## src/ist_pkg.sv

```systemverilog
// constants and carrier types for the iron safety timeout block
// assumes a single 50 MHz core clock and synchronous pin inputs
package ist_pkg;

    // core clock
    localparam int unsigned CLK_HZ          = 50_000_000;

    // mains time base, default variant and timeouts
    localparam int unsigned MAINS_HZ_DEF    = 60;
    localparam int unsigned HORIZ_TIMEOUT_S = 30;
    localparam int unsigned VERT_TIMEOUT_MIN = 8;
    localparam int unsigned VERT_TIMEOUT_S  = VERT_TIMEOUT_MIN * 60;
    localparam int unsigned TICK_W          = 15;

    // indicator flash rate, half period rounded down
    localparam int unsigned FLASH_HZ        = 4;
    localparam int unsigned FLASH_HALF_CYC  = CLK_HZ / (2 * FLASH_HZ);
    localparam int unsigned FLASH_W         = 23;

    // sensor debounce, least time rounded down
    localparam int unsigned DEBOUNCE_MS     = 10;
    localparam int unsigned DEBOUNCE_CYC    = (CLK_HZ / 1000) * DEBOUNCE_MS;

    // mains input hysteresis in time, least time rounded down
    localparam int unsigned MAINS_FILT_US   = 500;
    localparam int unsigned MAINS_FILT_CYC  = (CLK_HZ / 1_000_000) * MAINS_FILT_US;

    // reset levels of the conditioned inputs
    localparam logic        SENSOR_RST_LVL  = 1'b1;
    localparam logic        MAINS_RST_LVL   = 1'b0;

    typedef enum logic [0:0] {
        ST_HEAT = 1'b0,
        ST_OFF  = 1'b1
    } ist_state_t;

    typedef struct packed {
        logic horiz;
        logic moved;
        logic mains_tick;
    } ist_sense_t;

endpackage

```

## src/ist_filter.sv

```systemverilog
// time-hysteresis filter: output follows input only after LEN stable cycles
// assumes raw_i is already synchronous to clk_i
module ist_filter #(
    parameter int unsigned LEN     = 4,
    parameter logic        RST_VAL = 1'b0
) (
    // clock and reset
    input  wire logic clk_i,
    input  wire logic nrst_i,
    // raw and filtered level
    input  wire logic raw_i,
    output logic      level_o,
    output logic      rise_o,
    output logic      change_o
);

    localparam int unsigned W = $clog2(LEN + 1);

    logic [W-1:0] cnt_q;
    logic [W-1:0] cnt_d;
    logic         level_q;
    logic         differ_w;
    logic         flip_w;

    assign differ_w = raw_i != level_q;
    assign flip_w   = differ_w && (cnt_q == W'(LEN - 1));
    assign cnt_d    = (!differ_w || flip_w) ? '0 : cnt_q + W'(1);

    // short glitches restart the count, so bounce never reaches the output
    always_ff @(posedge clk_i or negedge nrst_i) begin
        if (!nrst_i) begin
            cnt_q   <= '0;
            level_q <= RST_VAL;
        end else begin
            cnt_q   <= cnt_d;
            level_q <= flip_w ? raw_i : level_q;
        end
    end

    assign level_o  = level_q;
    assign rise_o   = flip_w && raw_i;
    assign change_o = flip_w;

endmodule

```

## src/ist_iron_ctrl.sv

```systemverilog
// iron automatic shut-off: position timeout, relay drive and indicator flash
// assumes pads supply pull-ups on sensor and mode pins, inputs synchronous
// to core_clk_i, and a power-on reset on nrst_i

////////////////////////////////////////////////////////////////////////////////

// Overview of operation
// - relay high while heating, low when stopped
// - horizontal and still over 30 s stops heating
// - vertical and still over 8 min stops heating
// - timeouts count 60 Hz or 50 Hz mains cycles
// - after timeout indicator pulses at about 4 Hz
// - indicator released while heating, LED stays lit
// - mode pin high normal, low quick test
// - sensor pin gives position and movement
// - mains input conditioned by hysteresis before counting
module ist_iron_ctrl #(
    parameter int unsigned MAINS_HZ       = ist_pkg::MAINS_HZ_DEF,
    parameter int unsigned FLASH_HALF_CYC = ist_pkg::FLASH_HALF_CYC,
    parameter int unsigned DEBOUNCE_CYC   = ist_pkg::DEBOUNCE_CYC,
    parameter int unsigned MAINS_FILT_CYC = ist_pkg::MAINS_FILT_CYC
) (
    // clock and reset
    input  wire logic core_clk_i,
    input  wire logic nrst_i,
    // sensor, mains and mode pins
    input  wire logic mains_clock_in_i,
    input  wire logic sensor_in_i,
    input  wire logic test_mode_n_i,
    // relay drive
    output logic      relay_drive_out_o,
    // open-drain indicator
    input  wire logic led_in_i,
    output logic      led_o,
    output logic      led_oe_n_o
);

    ////////////////////////////////////////////////////////////////////////////

    ist_pkg::ist_state_t         state_q;
    ist_pkg::ist_state_t         state_d;
    ist_pkg::ist_sense_t         sense_w;
    logic [ist_pkg::TICK_W-1:0]  tick_cnt_q;
    logic [ist_pkg::TICK_W-1:0]  tick_cnt_d;
    logic [ist_pkg::TICK_W-1:0]  lim_w;
    logic [ist_pkg::TICK_W-1:0]  lim_h_w;
    logic [ist_pkg::TICK_W-1:0]  lim_v_w;
    logic [ist_pkg::FLASH_W-1:0] flash_q;
    logic [ist_pkg::FLASH_W-1:0] flash_d;
    logic                        flash_wrap_w;
    logic                        led_pull_q;
    logic                        led_pull_d;
    logic                        expire_w;
    logic                        sensor_lvl_w;
    logic                        sensor_chg_w;
    logic                        mains_rise_w;
    logic                        test_w;

    ////////////////////////////////////////////////////////////////////////////
    // input conditioning

    // mains edges only count once stable, so slow noisy crossings give one tick
    ist_filter #(
        .LEN     (MAINS_FILT_CYC),
        .RST_VAL (ist_pkg::MAINS_RST_LVL)
    ) u_mains_filt (
        .clk_i    (core_clk_i),
        .nrst_i   (nrst_i),
        .raw_i    (mains_clock_in_i),
        .level_o  (),
        .rise_o   (mains_rise_w),
        .change_o ()
    );

    ist_filter #(
        .LEN     (DEBOUNCE_CYC),
        .RST_VAL (ist_pkg::SENSOR_RST_LVL)
    ) u_sensor_filt (
        .clk_i    (core_clk_i),
        .nrst_i   (nrst_i),
        .raw_i    (sensor_in_i),
        .level_o  (sensor_lvl_w),
        .rise_o   (),
        .change_o (sensor_chg_w)
    );

    // open (pulled-up) switch reads horizontal; any clean edge is movement
    // single driver for the carrier; per-field assigns risk multiple drivers
    assign sense_w = '{
        horiz:      sensor_lvl_w,
        moved:      sensor_chg_w,
        mains_tick: mains_rise_w
    };

    ////////////////////////////////////////////////////////////////////////////
    // timeout selection

    // pulled-up pin: floating means normal; test mode counts each mains tick as one second
    assign test_w  = !test_mode_n_i;
    assign lim_h_w = test_w ? ist_pkg::TICK_W'(ist_pkg::HORIZ_TIMEOUT_S)
                            : ist_pkg::TICK_W'(ist_pkg::HORIZ_TIMEOUT_S * MAINS_HZ);
    assign lim_v_w = test_w ? ist_pkg::TICK_W'(ist_pkg::VERT_TIMEOUT_S)
                            : ist_pkg::TICK_W'(ist_pkg::VERT_TIMEOUT_S * MAINS_HZ);
    assign lim_w   = sense_w.horiz ? lim_h_w : lim_v_w;

    assign expire_w = (state_q == ist_pkg::ST_HEAT) && !sense_w.moved
                      && sense_w.mains_tick
                      && (tick_cnt_q >= lim_w - ist_pkg::TICK_W'(1));

    ////////////////////////////////////////////////////////////////////////////
    // state and counters

    assign state_d = sense_w.moved ? ist_pkg::ST_HEAT
                   : expire_w      ? ist_pkg::ST_OFF
                   : state_q;

    // counter holds once stopped; a movement always clears it
    assign tick_cnt_d = sense_w.moved ? '0
                      : (state_q == ist_pkg::ST_HEAT && sense_w.mains_tick && !expire_w)
                        ? tick_cnt_q + ist_pkg::TICK_W'(1)
                      : tick_cnt_q;

    assign flash_wrap_w = flash_q == ist_pkg::FLASH_W'(FLASH_HALF_CYC - 1);
    assign flash_d      = (state_q != ist_pkg::ST_OFF || flash_wrap_w)
                          ? '0 : flash_q + ist_pkg::FLASH_W'(1);
    assign led_pull_d   = (state_d != ist_pkg::ST_OFF) ? 1'b0
                        : flash_wrap_w ? !led_pull_q : led_pull_q;

    always_ff @(posedge core_clk_i or negedge nrst_i) begin
        if (!nrst_i) begin
            state_q    <= ist_pkg::ST_HEAT;
            tick_cnt_q <= '0;
            flash_q    <= '0;
            led_pull_q <= 1'b0;
        end else begin
            state_q    <= state_d;
            tick_cnt_q <= tick_cnt_d;
            flash_q    <= flash_d;
            led_pull_q <= led_pull_d;
        end
    end

    ////////////////////////////////////////////////////////////////////////////
    // pin drive

    assign relay_drive_out_o = state_q == ist_pkg::ST_HEAT;
    // open drain: only ever pulls low; released means LED lit
    assign led_o      = 1'b0;
    assign led_oe_n_o = !led_pull_q;
endmodule

```

## config.mk

```make
export PLATFORM = sky130hd
export DESIGN_NAME = ist_iron_ctrl
export DESIGN_NICKNAME = d
export VERILOG_FILES = /design/src/ist_pkg.sv /design/src/ist_filter.sv /design/src/ist_iron_ctrl.sv
export SDC_FILE = /design/constraint.sdc
export NUM_CORES = 1
export LEC_CHECK = 0
export BUFFER_PORTS_ARGS = -buffer_cell sky130_fd_sc_hd__clkbuf_2
export CAP_MARGIN = 10
export CORE_MARGIN = 4
export CORE_UTILIZATION = 50
export CTS_CLUSTER_SIZE = 24
export DETAILED_ROUTE_END_ITERATION = 12
export GPL_ROUTABILITY_DRIVEN = 0
export PLACE_DENSITY_LB_ADDON = 0.12
export SETUP_SLACK_MARGIN = 0.2
export SYNTH_ARGS = -nofsm -noshare
export SYNTH_HDL_FRONTEND = slang
export SYNTH_HIERARCHICAL = 1
export SYNTH_SLANG_ARGS = --single-unit
```

## constraint.sdc

```tcl
create_clock -name core_clk_i -period 3.05 [get_ports core_clk_i]
set_input_delay 0.61 -clock core_clk_i [delete_from_list [all_inputs] [get_ports core_clk_i]]
set_output_delay 0.61 -clock core_clk_i [all_outputs]
set_load 0.02 [all_outputs]
```

==> qor.yml, run 1 <==
grt_start_max_net_pins: 77
vias_per_cell: 5.48
place_inst: 559
layout_common_cells: "dfrtp_1, nor2_1, xnor2_1, nand3_1, buf_4"
seq_area_sq_mm: 0.00190
drtIter0Drc: 105
timing.final.crit_share_pct: 98.3
p_per_area_mw_per_mm2: 418
cts.path.max_buffers: 2
syn_inst: 443
fin_crit_ns: 3.00
antenna_found_initial: 0
die_w_um: 101
die_h_um: 101
totalWireLength_um: 7910
syn_avg_cell_area_sq_um: 9.75
path_clk_slew_ns: 0.07
drc_errors: 0
drtAntennaViolNets: 0
place_ws_ns: -0.0188
cts_tree: "yes"
startpoint: "u_mains_filt/cnt_q[3]"
r2r_cells: 9
drtPass1Iterations: 4
relSlewSlack_pct: 37.0
cap_violations: 0
die_area_sq_mm: 0.0102
coreArea_sq_mm: 0.00830
grt_pass1_wl_um: 14000
finalNonFillerCells: 585
worstReg2RegEnd: "tick_cnt_q[10]"
grt_pass1_vias: 3107
multi_input_area_sq_mm: 0.00235
grt_overflow: 0
fin_skew_ns: 0.00998
vias: 3203
netlist_area_sq_mm: 0.00432
outcome: "finished, final reports clean"
finalNetCount: 504
root_buffer: "clkbuf_8"
arrival_ns: 3.22
setup_viol: 0
start_util_pct: 52.0
drive_gt1_share_pct: 16.7
crit_fanout: 5
hold_path_class: "input pin to asynchronous set/reset pin"
clock_sinks: 76
ios: 9
tightest_slew_ns: 0.945
insertion_delay_ns: 0.34
io_buffers: 6
crit_type: "register to register"
power_mw: 2.05
critPathRequiredTime_ns: 3.27
rr_startpoint: "u_mains_filt/cnt_q[3]"
rsz0062_at_grt: "true"
fin_ws_ns: 0.0518
area_growth_pct: 13.4
num_rows: 33
grtUsageTotal_pct: 17.1
leakage_nw: 2.12
ys_warn_count: 6
final_max_slew_viol_count: 0
fmax_ghz: 0.334
cts_max_level: 3
synth_nets: 472
irDropWorstVdd_uv: 322
crit_path_start_kind: "register"
hold_viol: 0
endpoint_kind: "register"
routedWlPerCell_um: 13.5
ff2ff_setup_slack_ns: 0.05
dpl.hpwl_um: 5400
antenna_cells: 0
numCtsBuffers: 9
ctsHoldBuffers: 0
layout_commonest_cell: "dfrtp_1"
nFillCells: 713
[worst max-delay path, cell delays in order (launching register included)]
cell     delay [ns]
dfrtp_1        0.38
or4b_1         0.53
or4_4          0.56
nor3b_4        0.21
and2b_2        0.20
buf_4          0.11
buf_6          0.09
nand3_1        0.07
or4_4          0.42
mux2_4         0.31
[power breakdown]
| part | leakage (nW) | switching (mW) | internal (mW) |
|---|---|---|---|
| logic | 0.964 | 0.0812 | 0.0457 |
| clock network | 0.114 | 0.362 | 0.508 |
| registers | 1.04 | 0.0213 | 1.03 |
| total | 2.12 | 0.464 | 1.58 |
[final cells by class]
cell class	count	share of cell area [%]
Tap cell	105	2.68
Timing Repair Buffer	31	4.57
Multi-Input combinational cell	339	47.9
Clock buffer	13	3.24
Clock inverter	3	1.40
Sequential cell	76	38.8
Inverter	18	1.38
[how the worst max path moves through the flow]
stage                     slack (ns)              to  cells past startpoint
after CTS                       0.07   tick_cnt_q[5]                      9
after global placement        -0.002   tick_cnt_q[3]                      9
final                           0.05  tick_cnt_q[10]                      9
after floorplan                 0.12  tick_cnt_q[11]                      8
after detailed placement       -0.02   tick_cnt_q[7]                      9
after global routing            -0.1   tick_cnt_q[5]                      9
[metal layers]
layer / global-route usage [%] / up-vias / share of wire [%]
li1: - / 1627 / -
met1: 22.0 / 1549 / 49
met4: 5.21 / 0 / 0.85
met2: 28.6 / 21 / 48
met3: 4.15 / 6 / 2.2
met5: 0 / - / 0
[repair_timing]
| action | CTS | global route |
|---|---|---|
| gates resized for setup | 3 | 7 |
| buffers inserted | 6 | 4 |
| setup endpoints to repair | 10 | 9 |
| pin swaps | 5 | 3 |
[sequential cells by signal, indices dropped and copies added, names as in the netlist]
signal and count:
u_mains_filt/level_o 1, flash_q 23, led_pull_q 1, u_sensor_filt/level_o 1, state_q 1, tick_cnt_q 15, u_mains_filt/cnt_q 15, u_sensor_filt/cnt_q 19
[through the flow]
| stage | TNS, ns | utilization [%] | area, sq um | hold slack [ns] |
|---|---|---|---|---|
| after global routing | -0.385 | 59.0 | 4900 | 0.491 |
| after detailed placement | -0.0620 | 54.8 | 4550 | 0.472 |
| final | 0 | 59.0 | 4900 | 0.400 |
| after floorplan | 0 | - | 4330 | 0.314 |
| after CTS | 0 | 58.3 | 4840 | 0.449 |
| after global placement | -0.00228 | 54.8 | 4550 | 0.470 |
No activity file was read; power rests on OpenSTA's default activity.
==> run 2: changes to the inputs <==
--- a/config.mk
+++ b/config.mk
@@ -12,7 +12,7 @@
 export CTS_CLUSTER_SIZE = 24
 export DETAILED_ROUTE_END_ITERATION = 12
 export GPL_ROUTABILITY_DRIVEN = 0
-export PLACE_DENSITY_LB_ADDON = 0.12
+export PLACE_DENSITY = 0.68
 export SETUP_SLACK_MARGIN = 0.2
 export SYNTH_ARGS = -nofsm -noshare
 export SYNTH_HDL_FRONTEND = slang
==> constraint.sdc (replaced) <==
create_clock -name core_clk_i -period 3.05 [get_ports core_clk_i]
set_input_delay 0.61 -clock core_clk_i [delete_from_list [all_inputs] [get_ports core_clk_i]]
set_output_delay 0.61 -clock core_clk_i [all_outputs]
set_load 0.005 [all_outputs]
==> qor.yml, run 2 (synthesized netlist as in run 1, its figures left out) <==
fin_area_sq_mm: 0.00484  # -1.2%
outcome: "finished, final reports clean"
drive_gt1_share_pct: 17.4  # +0.71 points
layout_commonest_cell: "dfrtp_1"
antenna_found_initial: 0  # unchanged
coreArea_sq_mm: 0.00830  # unchanged
p_sw_uw: 446  # -3.9%
start_util_pct: 52.0  # unchanged
ff2ff_setup_slack_ns: 0.05  # about the same
cp-endpoint: "tick_cnt_q[10]"
critPathRequiredTime_ns: 3.26  # about the same
totalWireLength_um: 8210  # +3.8%
rsz0062_at_grt: "true"
crit_path_start_kind: "register"
grt_pass1_vias: 3317  # +6.8%
ctsHoldBuffers: 0  # unchanged
dpl_cell_area_sq_mm: 0.00456  # +0.16%
grtUsageTotal_pct: 17.3  # +0.21 points
relSlewSlack_pct: 36.8  # -0.21 points
drtIter0Drc: 107  # +1.9%
grt_pass1_wl_um: 14400  # +2.5%
irDropWorstVdd_uv: 224  # -30%
cap_violations: 0  # unchanged
grt_overflow: 0  # unchanged
area_growth_pct: 12.1
pwr-share-clk_pct: 39.3  # -3.2 points
fmax_ghz: 0.333  # -0.21%
tns_ns: 0  # unchanged
vias: 3249  # +1.4%
drtPass1Iterations: 4  # unchanged
tightest_slew_ns: 0.948  # +0.00313 ns
fin_util_pct: 58.3  # -0.72 points
arrival_ns: 3.22  # about the same
io_buffers: 6  # unchanged
leakage_nw: 2.08  # -1.7%
die_h_um: 101  # unchanged
root_buffer: "clkbuf_8"
hold_viol: 0  # unchanged
vias_per_cell: 5.63  # +2.8%
rr_startpoint: "u_mains_filt/cnt_q[4]"
routedWlPerCell_um: 14.2  # +5.2%
drtAntennaViolNets: 0  # unchanged
numCtsBuffers: 9  # unchanged
p_per_area_mw_per_mm2: 399  # -4.5%
insertion_delay_ns: 0.33  # about the same
ios: 9  # unchanged
grt_start_max_net_pins: 77  # unchanged
startpoint: "u_mains_filt/cnt_q[4]"
setup_viol: 0  # unchanged
reg.largest.list: "flash_q x23, u_sensor_filt/cnt_q x19"
cts.path.max_buffers: 2  # unchanged
die_area_sq_mm: 0.0102  # unchanged
fin_skew_ns: 0.00828  # -0.00170 ns
cts_max_level: 3  # unchanged
dpl.hpwl_um: 5570  # +3.1%
hold_path_class: "input pin to asynchronous set/reset pin"
num_rows: 33  # unchanged
antenna_cells: 0  # unchanged
endpoint_kind: "register"
drc_errors: 0  # unchanged
p_comb_share_pct: 6.3  # about the same
cts_tree: "yes"
crit_type: "register to register"
place_inst: 560  # +0.18%
pwr-share-seq_pct: 54.4  # +3.1 points
finalNonFillerCells: 577  # -1.4%
timing.final.crit_share_pct: 98.5  # +0.20 points
largest_register: "flash_q"
crit_fanout: 6  # +1
worstReg2RegEnd: "tick_cnt_q[10]"
power.internal_mw: 1.48  # -6.1%
fin_crit_ns: 3.00  # +0.00619 ns
die_w_um: 101  # unchanged
path_clk_slew_ns: 0.07  # about the same
layout_common_cells: "dfrtp_1, nor2_1, xnor2_1, nand3_1, ha_1"
r2r_cells: 9  # unchanged
finalNetCount: 498  # -1.2%
swShare_pct: 23.1  # +0.42 points
final_max_slew_viol_count: 0  # unchanged
largest_reg_flops: 23  # unchanged
clock_sinks: 76  # unchanged
[run 2: cell count changes in the layout (fill, tap and decap cells not counted), sizes merged]
cell and change:
bufinv -1, buf -6, clkbuf -1
[run 2: per-layer routing]
layer | share of wire (%) | global-route usage [%] | vias to the layer above
met3 | 2.3 | 3.74 | 7
met2 | 49 | 30.4 | 31
li1 | - | - | 1614
met1 | 48 | 21.5 | 1597
met5 | 0 | 0 | -
met4 | 0.77 | 4.60 | 0
[run 2: what timing repair did]
item / CTS / global route
setup buffers: 1 / 2
pin swaps: 3 / 3
cloned: 0 / 0
gates resized for setup: 2 / 15
setup endpoints to repair: 9 / 10
[run 2: metrics by stage]
stage               power [mW]  worst slack, ns  hold slack, ns
finish                    1.93           0.0456           0.416
global route              2.03          -0.0163           0.506
CTS                       1.95           0.0657           0.467
global placement          1.19           0.0767           0.466
detailed placement        1.19           0.0617           0.469
floorplan                 1.15            0.119           0.314
[run 2: final cells by class]
type                    count  area [sq um]
clock inverters             2          35.0
repair buffers             25           179
inverters                  18          67.6
fillers                   710          3460
well taps                 105           131
flip-flops and latches     76          1900
multi-input cells         339          2370
clock buffers              12           155
[run 2: critical path, stage by stage (launching register included)]
cell	delay [ns]
dfrtp_1	0.38
or4b_4	0.53
or4_4	0.56
nor3b_4	0.21
and2b_2	0.19
buf_4	0.11
buf_6	0.10
nand3_1	0.08
or4_4	0.43
mux2_4	0.31
[run 2: power by group through the flow]
stage | Combinational [mW] | Clock, mW | Sequential (mW)
floorplan | 0.0825 | 0 | 1.06
CTS | 0.125 | 0.778 | 1.05
global placement | 0.121 | 0 | 1.07
finish | 0.122 | 0.759 | 1.05
detailed placement | 0.124 | 0 | 1.07
global route | 0.143 | 0.829 | 1.05
[run 2: worst min-delay path by stage]
stage	from	end	slack [ns]
after floorplan	nrst_i	flash_q[0]	0.31
after global placement	u_mains_filt/cnt_q[0]	u_mains_filt/cnt_q[0]	0.47
after detailed placement	u_mains_filt/cnt_q[0]	u_mains_filt/cnt_q[0]	0.47
after CTS	nrst_i	flash_q[11]	0.47
after global routing	nrst_i	flash_q[11]	0.51
final	nrst_i	flash_q[11]	0.42
==> run 3: changes to the inputs <==
--- a/config.mk
+++ b/config.mk
@@ -5,7 +5,7 @@
 export SDC_FILE = /design/constraint.sdc
 export NUM_CORES = 1
 export LEC_CHECK = 0
-export BUFFER_PORTS_ARGS = -buffer_cell sky130_fd_sc_hd__clkbuf_2
+export BUFFER_PORTS_ARGS = -buffer_cell sky130_fd_sc_hd__buf_2
 export CAP_MARGIN = 10
 export CORE_MARGIN = 4
 export CORE_UTILIZATION = 50
==> qor.yml, run 3 (synthesized netlist as in run 1, its figures left out) <==
outcome: "finished, final reports clean"
grt_start_max_net_pins: 77  # unchanged
antenna_cells: 0  # unchanged
clock_sinks: 76  # unchanged
rsz0062_at_grt: "true"
drtAntennaViolNets: 0  # unchanged
cts.path.max_buffers: 2  # unchanged
path_clk_slew_ns: 0.09  # +0.02 ns
p_per_area_mw_per_mm2: 392  # -1.7%
grt_pass1_wl_um: 14100  # -2.1%
final_max_slew_viol_count: 0  # unchanged
endpoint_kind: "register"
leakage_nw: 2.03  # -2.7%
place_ws_ns: 0.0920  # +0.0303 ns
crit_fanout: 8  # +2
r2r_cells: 9  # unchanged
nFillCells: 729  # +2.7%
ff2ff_setup_slack_ns: 0.10  # +0.06 ns
numCtsBuffers: 9  # unchanged
finalNonFillerCells: 575  # -0.35%
critPathRequiredTime_ns: 3.28  # +0.02 ns
finalNetCount: 494  # -0.80%
fin_ws_ns: 0.101  # +0.0558 ns
die_h_um: 101  # unchanged
relSlewSlack_pct: 36.4  # -0.39 points
area_growth_pct: 10.2
fmax_ghz: 0.339  # +1.9%
hold_path_class: "input pin to asynchronous set/reset pin"
hold_viol: 0  # unchanged
setup_viol: 0  # unchanged
coreArea_sq_mm: 0.00830  # unchanged
tightest_slew_ns: 0.954  # +0.00592 ns
crit_type: "register to register"
slowest_delay_ns: 0.56  # about the same
crit_path_start_kind: "register"
layout_common_cells: "dfrtp_1, nor2_1, xnor2_1, nand3_1, ha_1"
crit_path_top_delay_cell: "or4_4"
timing.final.crit_share_pct: 96.7  # -1.8 points
dpl_cell_area_sq_mm: 0.00454  # -0.33%
cap_violations: 0  # unchanged
fin_area_sq_mm: 0.00476  # -1.7%
drive_gt1_share_pct: 15.5  # -1.8 points
drc_errors: 0  # unchanged
fin_util_pct: 57.3  # -0.96 points
vias: 3253  # +0.12%
crit_path_cell_trace: "or4b_4 -> or4_4 -> nor3b_4 -> and2b_2 -> and3_4 -> o211ai_1 -> buf_4 -> nor3b_2 -> mux2_4"
largest_register: "flash_q"
insertion_delay_ns: 0.34  # about the same
io_buffers: 6  # unchanged
fin_crit_ns: 2.95  # -0.0558 ns
drtPass1Iterations: 5  # +1
reg.largest.list: "flash_q x23, u_sensor_filt/cnt_q x19"
die_area_sq_mm: 0.0102  # unchanged
arrival_ns: 3.18  # -0.04 ns
vias_per_cell: 5.66  # +0.47%
grt_pass1_vias: 3130  # -5.6%
rr_startpoint: "u_mains_filt/cnt_q[11]"
routedWlPerCell_um: 13.9  # -2.5%
timing.hold.ws_ns: 0.401  # -0.0148 ns
grt_overflow: 0  # unchanged
ctsHoldBuffers: 0  # unchanged
start_util_pct: 52.0  # unchanged
largest_reg_flops: 23  # unchanged
num_rows: 33  # unchanged
worstReg2RegEnd: "tick_cnt_q[3]"
grtUsageTotal_pct: 16.8  # -0.54 points
die_w_um: 101  # unchanged
fin_skew_ns: 0.0143  # +0.00604 ns
antenna_found_initial: 0  # unchanged
irDropWorstVdd_uv: 273  # +22%
cts_max_level: 3  # unchanged
root_buffer: "clkbuf_8"
place_inst: 558  # -0.36%
layout_commonest_cell: "dfrtp_1"
ios: 9  # unchanged
cts_tree: "yes"
drtIter0Drc: 104  # -2.8%
totalWireLength_um: 7980  # -2.8%
dpl.hpwl_um: 5510  # -1.0%
-- run 3: what timing repair did --
action	4_1_cts	5_1_grt
gates resized for setup	0	7
setup buffers	0	1
setup endpoints to repair	8	10
pin swaps	1	0
-- run 3: power breakdown --
part / switching (mW) / internal (mW)
clock: 0.379 / 0.315
sequential: 0.0244 / 1.03
combinational: 0.0778 / 0.0436
-- run 3: worst max-delay path by stage --
stage / startpoint / endpoint / slack, ns
finish: u_mains_filt/cnt_q[11] / tick_cnt_q[3] / 0.10
global route: u_mains_filt/cnt_q[11] / tick_cnt_q[10] / -0.01
CTS: u_mains_filt/cnt_q[11] / tick_cnt_q[3] / 0.10
detailed placement: u_mains_filt/cnt_q[11] / tick_cnt_q[3] / 0.09
global placement: u_mains_filt/cnt_q[11] / tick_cnt_q[3] / 0.11
floorplan: u_mains_filt/cnt_q[11] / tick_cnt_q[11] / 0.12
-- run 3: metrics by stage --
stage	TNS, ns	power, mW
detailed placement	0	1.19
global route	-0.0317	1.96
floorplan	0	1.15
global placement	0	1.19
finish	0	1.87
CTS	0	1.90
-- run 3: cell type report --
type                    count  area (sq um)  share of cell area (%)
flip-flops and latches     76          1900                    40.0
repair buffers             21           145                    3.05
clock inverters             6          40.0                   0.841
inverters                  18          67.6                    1.42
clock buffers              10           138                    2.89
well taps                 105           131                    2.76
multi-input cells         339          2330                    49.1
-- run 3: metal layers --
layer	track usage (%)	up-vias	routed length (um)
met4	4.40	0	55
met1	22.8	1619	3860
met3	3.11	5	162
met5	0	-	0
met2	27.5	27	3900
li1	-	1602	-
-- run 3: worst max-delay path, delay by kind of cell (launching register included) --
kind                   cells  cell delay [ns]
AO/OA/AOI/OAI              1             0.09
multiplexers               1             0.32
flip-flops                 1             0.38
AND/OR/NAND/NOR            6             1.87
buffers and inverters      1             0.18
